`config.mk`:
```
export PLATFORM = sky130hd
export DESIGN_NAME = bir_router
export DESIGN_NICKNAME = d
export VERILOG_FILES = /design/src/logic/bir_pkg.sv /design/src/logic/bir_sync.sv /design/src/logic/bir_router.sv
export SDC_FILE = /design/constraint.sdc
export NUM_CORES = 1
export LEC_CHECK = 0
export CORE_UTILIZATION = 56
export DETAILED_ROUTE_END_ITERATION = 8
export DONT_BUFFER_PORTS = 1
export GPL_ROUTABILITY_DRIVEN = 0
export PLACE_DENSITY = 0.8
export REMOVE_ABC_BUFFERS = 1
export SKIP_CTS_REPAIR_TIMING = 1
export SLEW_MARGIN = 20
export SYNTH_ARGS = -nofsm -noshare
export SYNTH_HDL_FRONTEND = slang
export SYNTH_SLANG_ARGS = --single-unit
export TNS_END_PERCENT = 100
```
`constraint.sdc`:
```
create_clock -name clk -period 2.85 [get_ports clk]
set_clock_uncertainty 0.05 [all_clocks]
set_input_delay 0.285 -clock clk [delete_from_list [all_inputs] [get_ports clk]]
set_output_delay 0.285 -clock clk [all_outputs]
set_load 0.01 [all_outputs]
```
`src/logic/bir_pkg.sv`:
```
// Package for board interrupt routing: levels, selections, priority classes
package bir_pkg;
    // Number of controller levels over both cascaded controllers
    localparam int NUM_LEVELS = 16;
    // Level numbers on the first and second controller
    localparam int LVL_TICK = 0;
    localparam int LVL_EXP1 = 1;
    localparam int LVL_CASCADE = 2;
    localparam int LVL_SER_TWO = 3;
    localparam int LVL_SER_ONE = 4;
    localparam int LVL_FIVE = 5;
    localparam int LVL_EXP6 = 6;
    localparam int LVL_EXP7 = 7;
    localparam int LVL_EXP8 = 8;
    localparam int LVL_NINE = 9;
    localparam int LVL_TMR1 = 10;
    localparam int LVL_TMR2 = 11;
    localparam int LVL_DMA = 12;
    localparam int LVL_EXP13 = 13;
    localparam int LVL_FOURTEEN = 14;
    localparam int LVL_SPARE = 15;
    // Second controller input two carries timer counter 1 when chosen
    localparam int SEC_INPUT_TWO = 2;
    // Routing selection codes: 0 picks expansion bus, 1 picks alternative
    localparam logic SEL_EXPANSION = 1'h0;
    localparam logic SEL_ALTERNATE = 1'h1;
    localparam logic [2:0] ROUTE_RESET = 3'h0;
    // Bit of the routing selection that belongs to each switched level
    localparam int ROUTE_BIT_FIVE = 0;
    localparam int ROUTE_BIT_NINE = 1;
    localparam int ROUTE_BIT_FOURTEEN = 2;
    // Timer counter 1 use
    localparam logic [1:0] T1_IRQ_LEVEL = 2'h0;
    localparam logic [1:0] T1_SYS_MGMT = 2'h1;
    localparam logic [1:0] T1_DMA_TRIG = 2'h2;
    localparam logic [1:0] T1_SEC_TWO = 2'h3;
    // Real-time clock step in fractions of a second
    localparam int RTC_STEPS_PER_SEC = 64;
    // Event classes, one-hot, highest priority is bit 9
    localparam int NUM_CLASSES = 10;
    typedef enum logic [9:0] {
        EV_NONE = 10'h000,
        EV_MASKABLE = 10'h001,
        EV_NMI = 10'h002,
        EV_ICE_BREAK = 10'h004,
        EV_DEBUG = 10'h008,
        EV_SINGLE_STEP = 10'h010,
        EV_SYS_MGMT = 10'h020,
        EV_DIV_ZERO = 10'h040,
        EV_PAGE_FAULT = 10'h080,
        EV_SEG_VIOL = 10'h100,
        EV_DOUBLE_FAULT = 10'h200
    } bir_event_t;
endpackage : bir_pkg

```
`src/logic/bir_sync.sv`:
```
// Two-flip-flop synchroniser for a vector of pin levels
`timescale 1ns/100ps
module bir_sync #(
    parameter int WIDTH = 1
) (
    // Clock and reset
    input wire logic clk,
    input wire logic resetn,
    // Level in and synchronised level out
    input wire logic [WIDTH-1:0] din,
    output logic [WIDTH-1:0] dout
);
    typedef struct packed {
        logic [WIDTH-1:0] stage1;
        logic [WIDTH-1:0] stage2;
    } bir_sync_state_t;

    bir_sync_state_t state_reg;
    bir_sync_state_t state_next;

    // First stage is read only by the second stage
    always_comb begin
        state_next = state_reg;
        state_next.stage1 = din;
        state_next.stage2 = state_reg.stage1;
    end

    // State register
    always_ff @(posedge clk or negedge resetn) begin
        if (!resetn) begin
            state_reg <= '0;
        end else begin
            state_reg <= state_next;
        end
    end

    assign dout = state_reg.stage2;
endmodule : bir_sync

```
`src/logic/bir_router.sv`:
```
// Board interrupt routing: sources to levels, priority of event classes
`timescale 1ns/100ps
// Functional notes
// - Timer counter 0, the system tick, drives level 0.
// - Level 2 carries the cascade from the second controller only.
// - Serial channel two drives level 3, serial channel one level 4.
// - Expansion lines 1, 6, 7, 8 and 13 pass straight to those levels.
// - Level 5 comes from expansion line 5 or module bus line a.
// - Level 9 comes from expansion line 9 or module bus line b.
// - Level 14 comes from expansion line 14 or the real-time clock.
// - Timer counter 1 may use level 10 and timer counter 2 level 11.
// - Level 12 serves the DMA channel requests.
// - Timer 1 serves system entry, DMA trigger or second input two.
// - The power-fail comparator drives the non-maskable request.
// - A system-management request exists apart from maskable levels.
// - Events rank double fault first down to maskable request last.
// - The real-time clock may raise an interrupt or a wake-up alarm.
module bir_router #(
    parameter int LEVELS = bir_pkg::NUM_LEVELS
) (
    // Clock and reset
    input wire logic clk,
    input wire logic resetn,
    // On-chip sources
    input wire logic timer0_out,
    input wire logic timer1_out,
    input wire logic timer2_out,
    input wire logic serial_channel_one_irq,
    input wire logic serial_channel_two_irq,
    input wire logic dma_irq,
    input wire logic second_ctrl_int,
    // Real-time clock events
    input wire logic rtc_irq_en,
    input wire logic rtc_alarm_en,
    input wire logic rtc_tick,
    input wire logic rtc_alarm_match,
    // Pin sources from outside
    input wire logic [LEVELS-1:0] expansion_irq,
    input wire logic module_bus_irq_a,
    input wire logic module_bus_irq_b,
    input wire logic power_fail,
    input wire logic sys_mgmt_req,
    // Static configuration
    input wire logic [2:0] route_sel,
    input wire logic [1:0] timer1_use,
    // Processor-side events
    input wire logic [bir_pkg::NUM_CLASSES-1:0] core_events,
    // Routed outputs
    output logic [LEVELS-1:0] first_ctrl_levels,
    output logic [LEVELS-1:0] second_ctrl_levels,
    output logic nmi,
    output logic system_management_entry,
    output logic dma_trigger,
    output logic rtc_wakeup,
    output bir_pkg::bir_event_t event_grant
);
    typedef struct packed {
        logic [2:0] route;
        logic [1:0] t1_use;
        logic cfg_taken;
        logic [LEVELS-1:0] lvl;
        logic nmi;
        logic smi;
        logic dma_trig;
        logic wake;
        bir_pkg::bir_event_t grant;
    } bir_state_t;

    // Synchroniser width: every expansion line plus module bus a and b,
    // the power-fail level and the external system-management request
    localparam int PIN_W = LEVELS + 4;

    bir_state_t state_reg;
    bir_state_t state_next;
    logic [PIN_W-1:0] pin_raw;
    logic [PIN_W-1:0] pin_sync;
    logic [LEVELS-1:0] exp_s;
    logic mod_a_s;
    logic mod_b_s;
    logic pfail_s;
    logic smreq_s;

    // Picks the expansion line or the alternative source
    function automatic logic pick(input logic sel, input logic exp_line,
                                  input logic alt_line);
        pick = (sel == bir_pkg::SEL_ALTERNATE) ? alt_line : exp_line;
    endfunction : pick

    // Highest set class wins; returns one-hot code
    // Lower class bits are overwritten by higher ones, so the last set
    // bit met in the loop is the one that is granted
    function automatic bir_pkg::bir_event_t rank(
        input logic [bir_pkg::NUM_CLASSES-1:0] ev);
        rank = bir_pkg::EV_NONE;
        for (int i = 0; i < bir_pkg::NUM_CLASSES; i++) begin
            if (ev[i]) begin
                rank = bir_pkg::bir_event_t'(
                    10'(bir_pkg::EV_MASKABLE) << i);
            end
        end
    endfunction : rank

    // Pins from outside pass two flip-flops
    assign pin_raw = {sys_mgmt_req, power_fail, module_bus_irq_b,
                      module_bus_irq_a, expansion_irq};

    bir_sync #(
        .WIDTH(PIN_W)
    ) u_sync (
        .clk(clk),
        .resetn(resetn),
        .din(pin_raw),
        .dout(pin_sync)
    );

    assign exp_s = pin_sync[LEVELS-1:0];
    assign mod_a_s = pin_sync[LEVELS];
    assign mod_b_s = pin_sync[LEVELS+1];
    assign pfail_s = pin_sync[LEVELS+2];
    assign smreq_s = pin_sync[LEVELS+3];

    // Next-state logic for routing and priority
    always_comb begin
        logic [bir_pkg::NUM_CLASSES-1:0] ev;
        logic rtc_ev;
        ev = '0;
        rtc_ev = 1'b0;
        state_next = state_reg;
        // Capture static choices once after reset release
        // Jumper-like choices are read once; later changes wait for the
        // next reset, so a level never flips source in mid-request
        if (!state_reg.cfg_taken) begin
            state_next.route = route_sel;
            state_next.t1_use = timer1_use;
            state_next.cfg_taken = 1'b1;
        end
        state_next.lvl = '0;
        state_next.lvl[bir_pkg::LVL_TICK] = timer0_out;
        state_next.lvl[bir_pkg::LVL_EXP1] =
            exp_s[bir_pkg::LVL_EXP1];
        state_next.lvl[bir_pkg::LVL_CASCADE] =
            second_ctrl_int;
        state_next.lvl[bir_pkg::LVL_SER_TWO] =
            serial_channel_two_irq;
        state_next.lvl[bir_pkg::LVL_SER_ONE] =
            serial_channel_one_irq;
        state_next.lvl[bir_pkg::LVL_FIVE] = pick(
            state_reg.route[bir_pkg::ROUTE_BIT_FIVE],
            exp_s[bir_pkg::LVL_FIVE], mod_a_s);
        state_next.lvl[bir_pkg::LVL_EXP6] =
            exp_s[bir_pkg::LVL_EXP6];
        state_next.lvl[bir_pkg::LVL_EXP7] =
            exp_s[bir_pkg::LVL_EXP7];
        state_next.lvl[bir_pkg::LVL_EXP8] =
            exp_s[bir_pkg::LVL_EXP8];
        state_next.lvl[bir_pkg::LVL_NINE] = pick(
            state_reg.route[bir_pkg::ROUTE_BIT_NINE],
            exp_s[bir_pkg::LVL_NINE], mod_b_s);
        state_next.lvl[bir_pkg::LVL_TMR1] = timer1_out &&
            state_reg.t1_use == bir_pkg::T1_IRQ_LEVEL;
        state_next.lvl[bir_pkg::LVL_TMR2] = timer2_out;
        state_next.lvl[bir_pkg::LVL_DMA] = dma_irq;
        state_next.lvl[bir_pkg::LVL_EXP13] =
            exp_s[bir_pkg::LVL_EXP13];
        // Clock interrupt from the 1/64 s tick or the alarm match when enabled
        rtc_ev = rtc_irq_en && (rtc_tick || rtc_alarm_match);
        state_next.lvl[bir_pkg::LVL_FOURTEEN] = pick(
            state_reg.route[bir_pkg::ROUTE_BIT_FOURTEEN],
            exp_s[bir_pkg::LVL_FOURTEEN], rtc_ev);
        state_next.wake = rtc_alarm_en && rtc_alarm_match;
        // Timer counter 1 alternative uses
        state_next.smi = smreq_s || (timer1_out &&
            state_reg.t1_use == bir_pkg::T1_SYS_MGMT);
        state_next.dma_trig = timer1_out &&
            state_reg.t1_use == bir_pkg::T1_DMA_TRIG;
        state_next.nmi = pfail_s;
        // Merge core and board events, then rank them; a routed level or
        // the cascade raises the maskable class, the registered power-fail
        // the non-maskable one, the registered entry request its own class
        ev = core_events;
        if ((|state_reg.lvl) || second_ctrl_int) begin
            ev = ev | bir_pkg::EV_MASKABLE;
        end
        if (state_reg.nmi) begin
            ev = ev | bir_pkg::EV_NMI;
        end
        if (state_reg.smi) begin
            ev = ev | bir_pkg::EV_SYS_MGMT;
        end
        state_next.grant = rank(ev);
    end

    // Second controller input two takes timer counter 1 when chosen
    // Kept combinational: the second controller samples its own inputs,
    // and an extra stage here would only add a cycle of latency
    always_comb begin
        second_ctrl_levels = '0;
        second_ctrl_levels[bir_pkg::SEC_INPUT_TWO] = timer1_out &&
            state_reg.t1_use == bir_pkg::T1_SEC_TWO;
    end

    // State register
    always_ff @(posedge clk or negedge resetn) begin
        if (!resetn) begin
            state_reg <= '{route: bir_pkg::ROUTE_RESET,
                           t1_use: bir_pkg::T1_IRQ_LEVEL,
                           cfg_taken: 1'b0, lvl: '0, nmi: 1'b0,
                           smi: 1'b0, dma_trig: 1'b0, wake: 1'b0,
                           grant: bir_pkg::EV_NONE};
        end else begin
            state_reg <= state_next;
        end
    end

    // Outputs from flip-flops
    // Every routed output except second_ctrl_levels is a flop and shows no glitches
    assign first_ctrl_levels = state_reg.lvl;
    assign nmi = state_reg.nmi;
    assign system_management_entry = state_reg.smi;
    assign dma_trigger = state_reg.dma_trig;
    assign rtc_wakeup = state_reg.wake;
    assign event_grant = state_reg.grant;
endmodule : bir_router

```
---- Word level (Yosys, flattened, before mapping) ----
Index checks and enable logic that the tools add are counted.
storage, ports and cells
  bits in latches ......................... 0
  output and inout bits ................... 46
  bits in read-only memories .............. 0
  register bits ........................... 75
  memories kept ........................... 0
  memory bits (writable) .................. 0
  bits of input ports ..................... 48
  word-level logic and storage cells ...... 41
cells by class
  bitwise gates (word level) .............. 0
  add/sub/neg operators ................... 0
  multiplexer cells ....................... 16
  divide/modulo/power cells ............... 0
  shifts and indexed selects .............. 0
  reduce and logical (&&, ||, !) cells .... 11
  magnitude comparators ................... 0
  equal/unequal tests ..................... 3
  $mul .................................... 0
operator list
  operator                                                                number
  10-bit 2-to-1 mux                                                       6
  15-bit OR reduction                                                     1
  1-bit logical AND                                                       6
  6-bit 2-to-1 mux                                                        1
  1-bit 2-to-1 mux                                                        5
  2-bit equality test (second input constant)                             2
  2-bit 2-to-1 mux                                                        2
  4-bit 2-to-1 mux                                                        1
  1-bit logical OR                                                        3
  3-bit 2-to-1 mux                                                        1
  2-bit by 1-bit equality test with 1-bit output (second input constant)  1
  2-bit logical NOT                                                       1

---- Logic depth before layout (Yosys ltp) ----
  depth after elaboration ................. 15
  gate-level depth with buffers ........... 3
  depth with buffers taken out ............ 3

---- By module ----
From an unflattened synthesis, not the netlist that was laid out.
unflattened totals
  cell total of the unflattened synthesis .. 156
  area total of the unflattened synthesis .. 2481.1 sq um
by module, submodules not included
  module      cells an instance  sequential area each (sq um)  area each (sq um)  instances
  bir_router  116                875.8                         1480.2             1
  bir_sync    40                 1001.0                        1001.0             1

---- Worst setup path before layout ----
No wires, ideal clock.
  path kind ............................... reg2reg
  from .................................... register state_reg (netlist bit first_ctrl_levels[3])
  to ...................................... register state_reg (netlist bit event_grant[0])
  path slack .............................. 1.610 ns
  setup time .............................. 0.131 ns
  arrival ................................. 1.059 ns
  required time ........................... 2.669 ns
  stages on the path, launching flop included .. 4
  period minus slack after synthesis ...... 1.240 ns
  path buffers ............................ 0
  cell sequence ........................... dfrtp_1 > or4_4 > nor3_2 > a31oi_1
RTL lines
  element                   line               RTL
  start: declaration        bir_router.sv:73   bir_state_t state_reg;
  start signal: assignment  bir_router.sv:205  state_reg <= '{route: bir_pkg::ROUTE_RESET,
  start signal: assignment  bir_router.sv:211  state_reg <= state_next;

==> implementation parameters <==
Parameter                              Value

Run status
  Outcome    finished clean

Run
  Max-capacitance violation count    0

Power and ir drop
  Worst vdd ir    0.511 mV
  Total power consumption of the routed design    1830 uW
  Leak Pwr    ~0.0011 uW
  Power density of the placed cells    766 nW/um2

Routing
  DR iter-0 viols    37
  Routed wire per std cell    15.6 um
  Final antenna-violating net count    0
  DRC violations left    0
  Length of the first detailed-routing pass in iterations    4
  Detailed Route WL    3160 um
  Detailed-route via count    ~1000
  Average via count per standard cell    4.85

Worst hold path
  Hold Crit Start    timer1_out
  Worst hold path class    input port to flip-flop

Yosys
  Most numerous cell types in the synthesized netlist    sky130_fd_sc_hd__dfrtp_1, sky130_fd_sc_hd__buf_4, sky130_fd_sc_hd__mux2_2
  Count of synthesis-stage warnings from yosys    0
  Mapped Area    roughly 2100 um2
  Seq/Total Area, Yosys    70.7%
  Most frequently used flop master after synthesis    sky130_fd_sc_hd__dfrtp_1
  Largest cells by area after synthesis    sky130_fd_sc_hd__dfrtp_1, sky130_fd_sc_hd__buf_4, sky130_fd_sc_hd__mux2_2
  Top cell type by total area after synthesis    sky130_fd_sc_hd__dfrtp_1
  Number of synthesized flops with an enable pin    0
  Most numerous cell in the Yosys netlist    sky130_fd_sc_hd__dfrtp_1
  Synth unique cells    24
  #FFs+latches synth    59
  Ys async rst share    100%
  Synthesized area per cell    14.8 um2
  Yosys top cell area share    around 71%
  Syn Inst Count    141

Timing
  RSZ-0062 raised after global routing    false
  Time the final worst path needs with I/O delays and setup    1.82 ns
  Achievable frequency    0.548 GHz
  Number of failing setup endpoints in the final timing report    0
  Summed negative setup slack over all endpoints    0 ns
  Final worst path period share    64.0%
  Final number of max-transition violations    0
  Hold Fails Final Rpt    0

Final layout
  Number of flip-flops in the largest register    15
  Diodes inserted    0
  Synth-to-Final Area Change    14.4%
  Number of standard cells in the layout, taps in and fillers out    202
  Layout cell share with drive strength beyond 1    18.6%
  Total number of nets in the final design    199

Floorplan
  Effective utilization at floorplan    about three fifths
  Horiz. Die Dim    63.1 um
  Die Outline Area    around 4000 um2
  IO Pins    94
  Vertical die dimension    63.1 um
  Placeable Area    roughly 3400 um2
  Row count    21

Critical path
  CP Class    flip-flop to flip-flop
  Top fanout value on the critical path    3
  Startpoint class of the critical path    flip-flop
  R2R Path Start    system_management_entry
  Arrival @ worst endpoint    2.03 ns
  Number of buffers and inverters on the critical path    1
  Highest cell delay on the worst timing path    0.57 ns
  Category of the worst setup path capture point    flip-flop
  Slowest-stage cell, CP    sky130_fd_sc_hd__dlygate4sd3_1
  Required time worst endpoint    3.06 ns
  Critical path cell sequence    nor3_1 > nand2_2 > nor4_2 > dlygate4sd3_1
  Worst setup path startpoint    system_management_entry
  Cell family with the largest share of critical-path delay    simple AND/OR/NAND/NOR gates

CTS
  Clock transition at path regs    0.06 ns
  Num CTS Buffers    9
  Number of H-tree levels    3
  CTS Sinks    59
  Skew-Pair Late Insertion Delay    0.32 ns
  Clock Root Buffer    sky130_fd_sc_hd__clkbuf_8
  Clock tree from TritonCTS    yes
  Largest buffer count on any clock path    2

Global route
  Peak-usage layer in the global routing report    met2
  Total GRT Usage    16.1%
  Total gr overflow    0
  Grt met2 use    26.6%
  Number of antenna violations at the first check in global routing    0
  Pin count of the biggest net entering global routing    60
  Global-route wire length before repair    4360 um
  Routing usage on met1    approximately 14%
  GR Layer Usage met3    between 8 and 9%
  Via count of the first global-routing pass    914

Placement
  Cell total after placement    ~160
  Detailed Place HPWL    around 2100 um
  Count of input and output buffers    0
## placed cells by master (no fill, tap or decap), drive strengths merged
| cell | n |
|---|---|
| clkinv | 1 |
| or4 | 3 |
| mux2 | 7 |
| and2 | 1 |
| a31o | 1 |
| dlygate4sd3 | 24 |
| conb | 17 |
| clkinvlp | 1 |
| nor4b | 1 |
| nand4 | 1 |
| clkbuf | 12 |
| nor2b | 2 |
| and3 | 3 |
| nor4 | 2 |
| nor2 | 5 |
| o21ai | 1 |
| nor3 | 3 |
| nand2 | 2 |
| dfrtp | 59 |
| inv | 2 |
| nor3b | 3 |
| bufinv | 2 |
| a31oi | 1 |
| buf | 1 |
| o211ai | 1 |
## power by group
group,switching (uW),internal [uW]
clock network,292,538
registers,35.9,883
logic,39.6,42.5
## stage by stage
stage	util (%)	hold WS, ns	worst slack, ns	area (um2)
2_1_floorplan	-	-0.0606	1.56	1840
3_3_place_gp	55.1	-0.0590	1.46	1900
3_5_place_dp	55.1	-0.0595	1.44	1900
4_1_cts	61.7	-0.414	1.43	2120
5_1_grt	69.5	0.0251	0.883	2390
6_report	69.5	0.0393	1.03	2390
## cell families after synthesis
group | Yosys count | synth area share [%]
buffers and inverters | 43 | 15.1
muxes | 7 | 3.77
DFF | 59 | 70.7
and+or+nand+nor | 26 | 8.80
other | 2 | 0.359
AOI/OAI and AO/OA | 4 | 1.32
## metal layers
metal,routed length [um],vias up
li1,-,424
met1,981,490
met2,1790,58
met3,331,8
met4,57,0
met5,0,-
## worst paths after layout
path	to	slack, ns	cells after the start
min reg2reg	u_sync.dout[9]	0.29	0
max reg2reg	event_grant[1]	1.03	4
max	event_grant[1]	1.03	4
min in group asynchronous	event_grant[4]	0.45	2
max in group asynchronous	u_sync.state_next[7]	2.08	2
min	dma_trigger	0.04	2
## worst register-to-register path: stages (launching register included)
cell	delay, ns
sky130_fd_sc_hd__dfrtp_1	0.44
sky130_fd_sc_hd__nor3_1	0.39
sky130_fd_sc_hd__nand2_2	0.11
sky130_fd_sc_hd__nor4_2	0.21
sky130_fd_sc_hd__dlygate4sd3_1	0.57
## layout make-up
class / instances / area (um2)
flip-flops and latches: 59 / 1480
fillers: 246 / 1050
multi-input cells: 54 / 354
repair buffers: 25 / 268
clock buffers: 12 / 155
clock inverters: 4 / 72.6
well taps: 46 / 57.6
inverters: 2 / 7.51
Note: power is estimated with default switching activity, not from simulation.
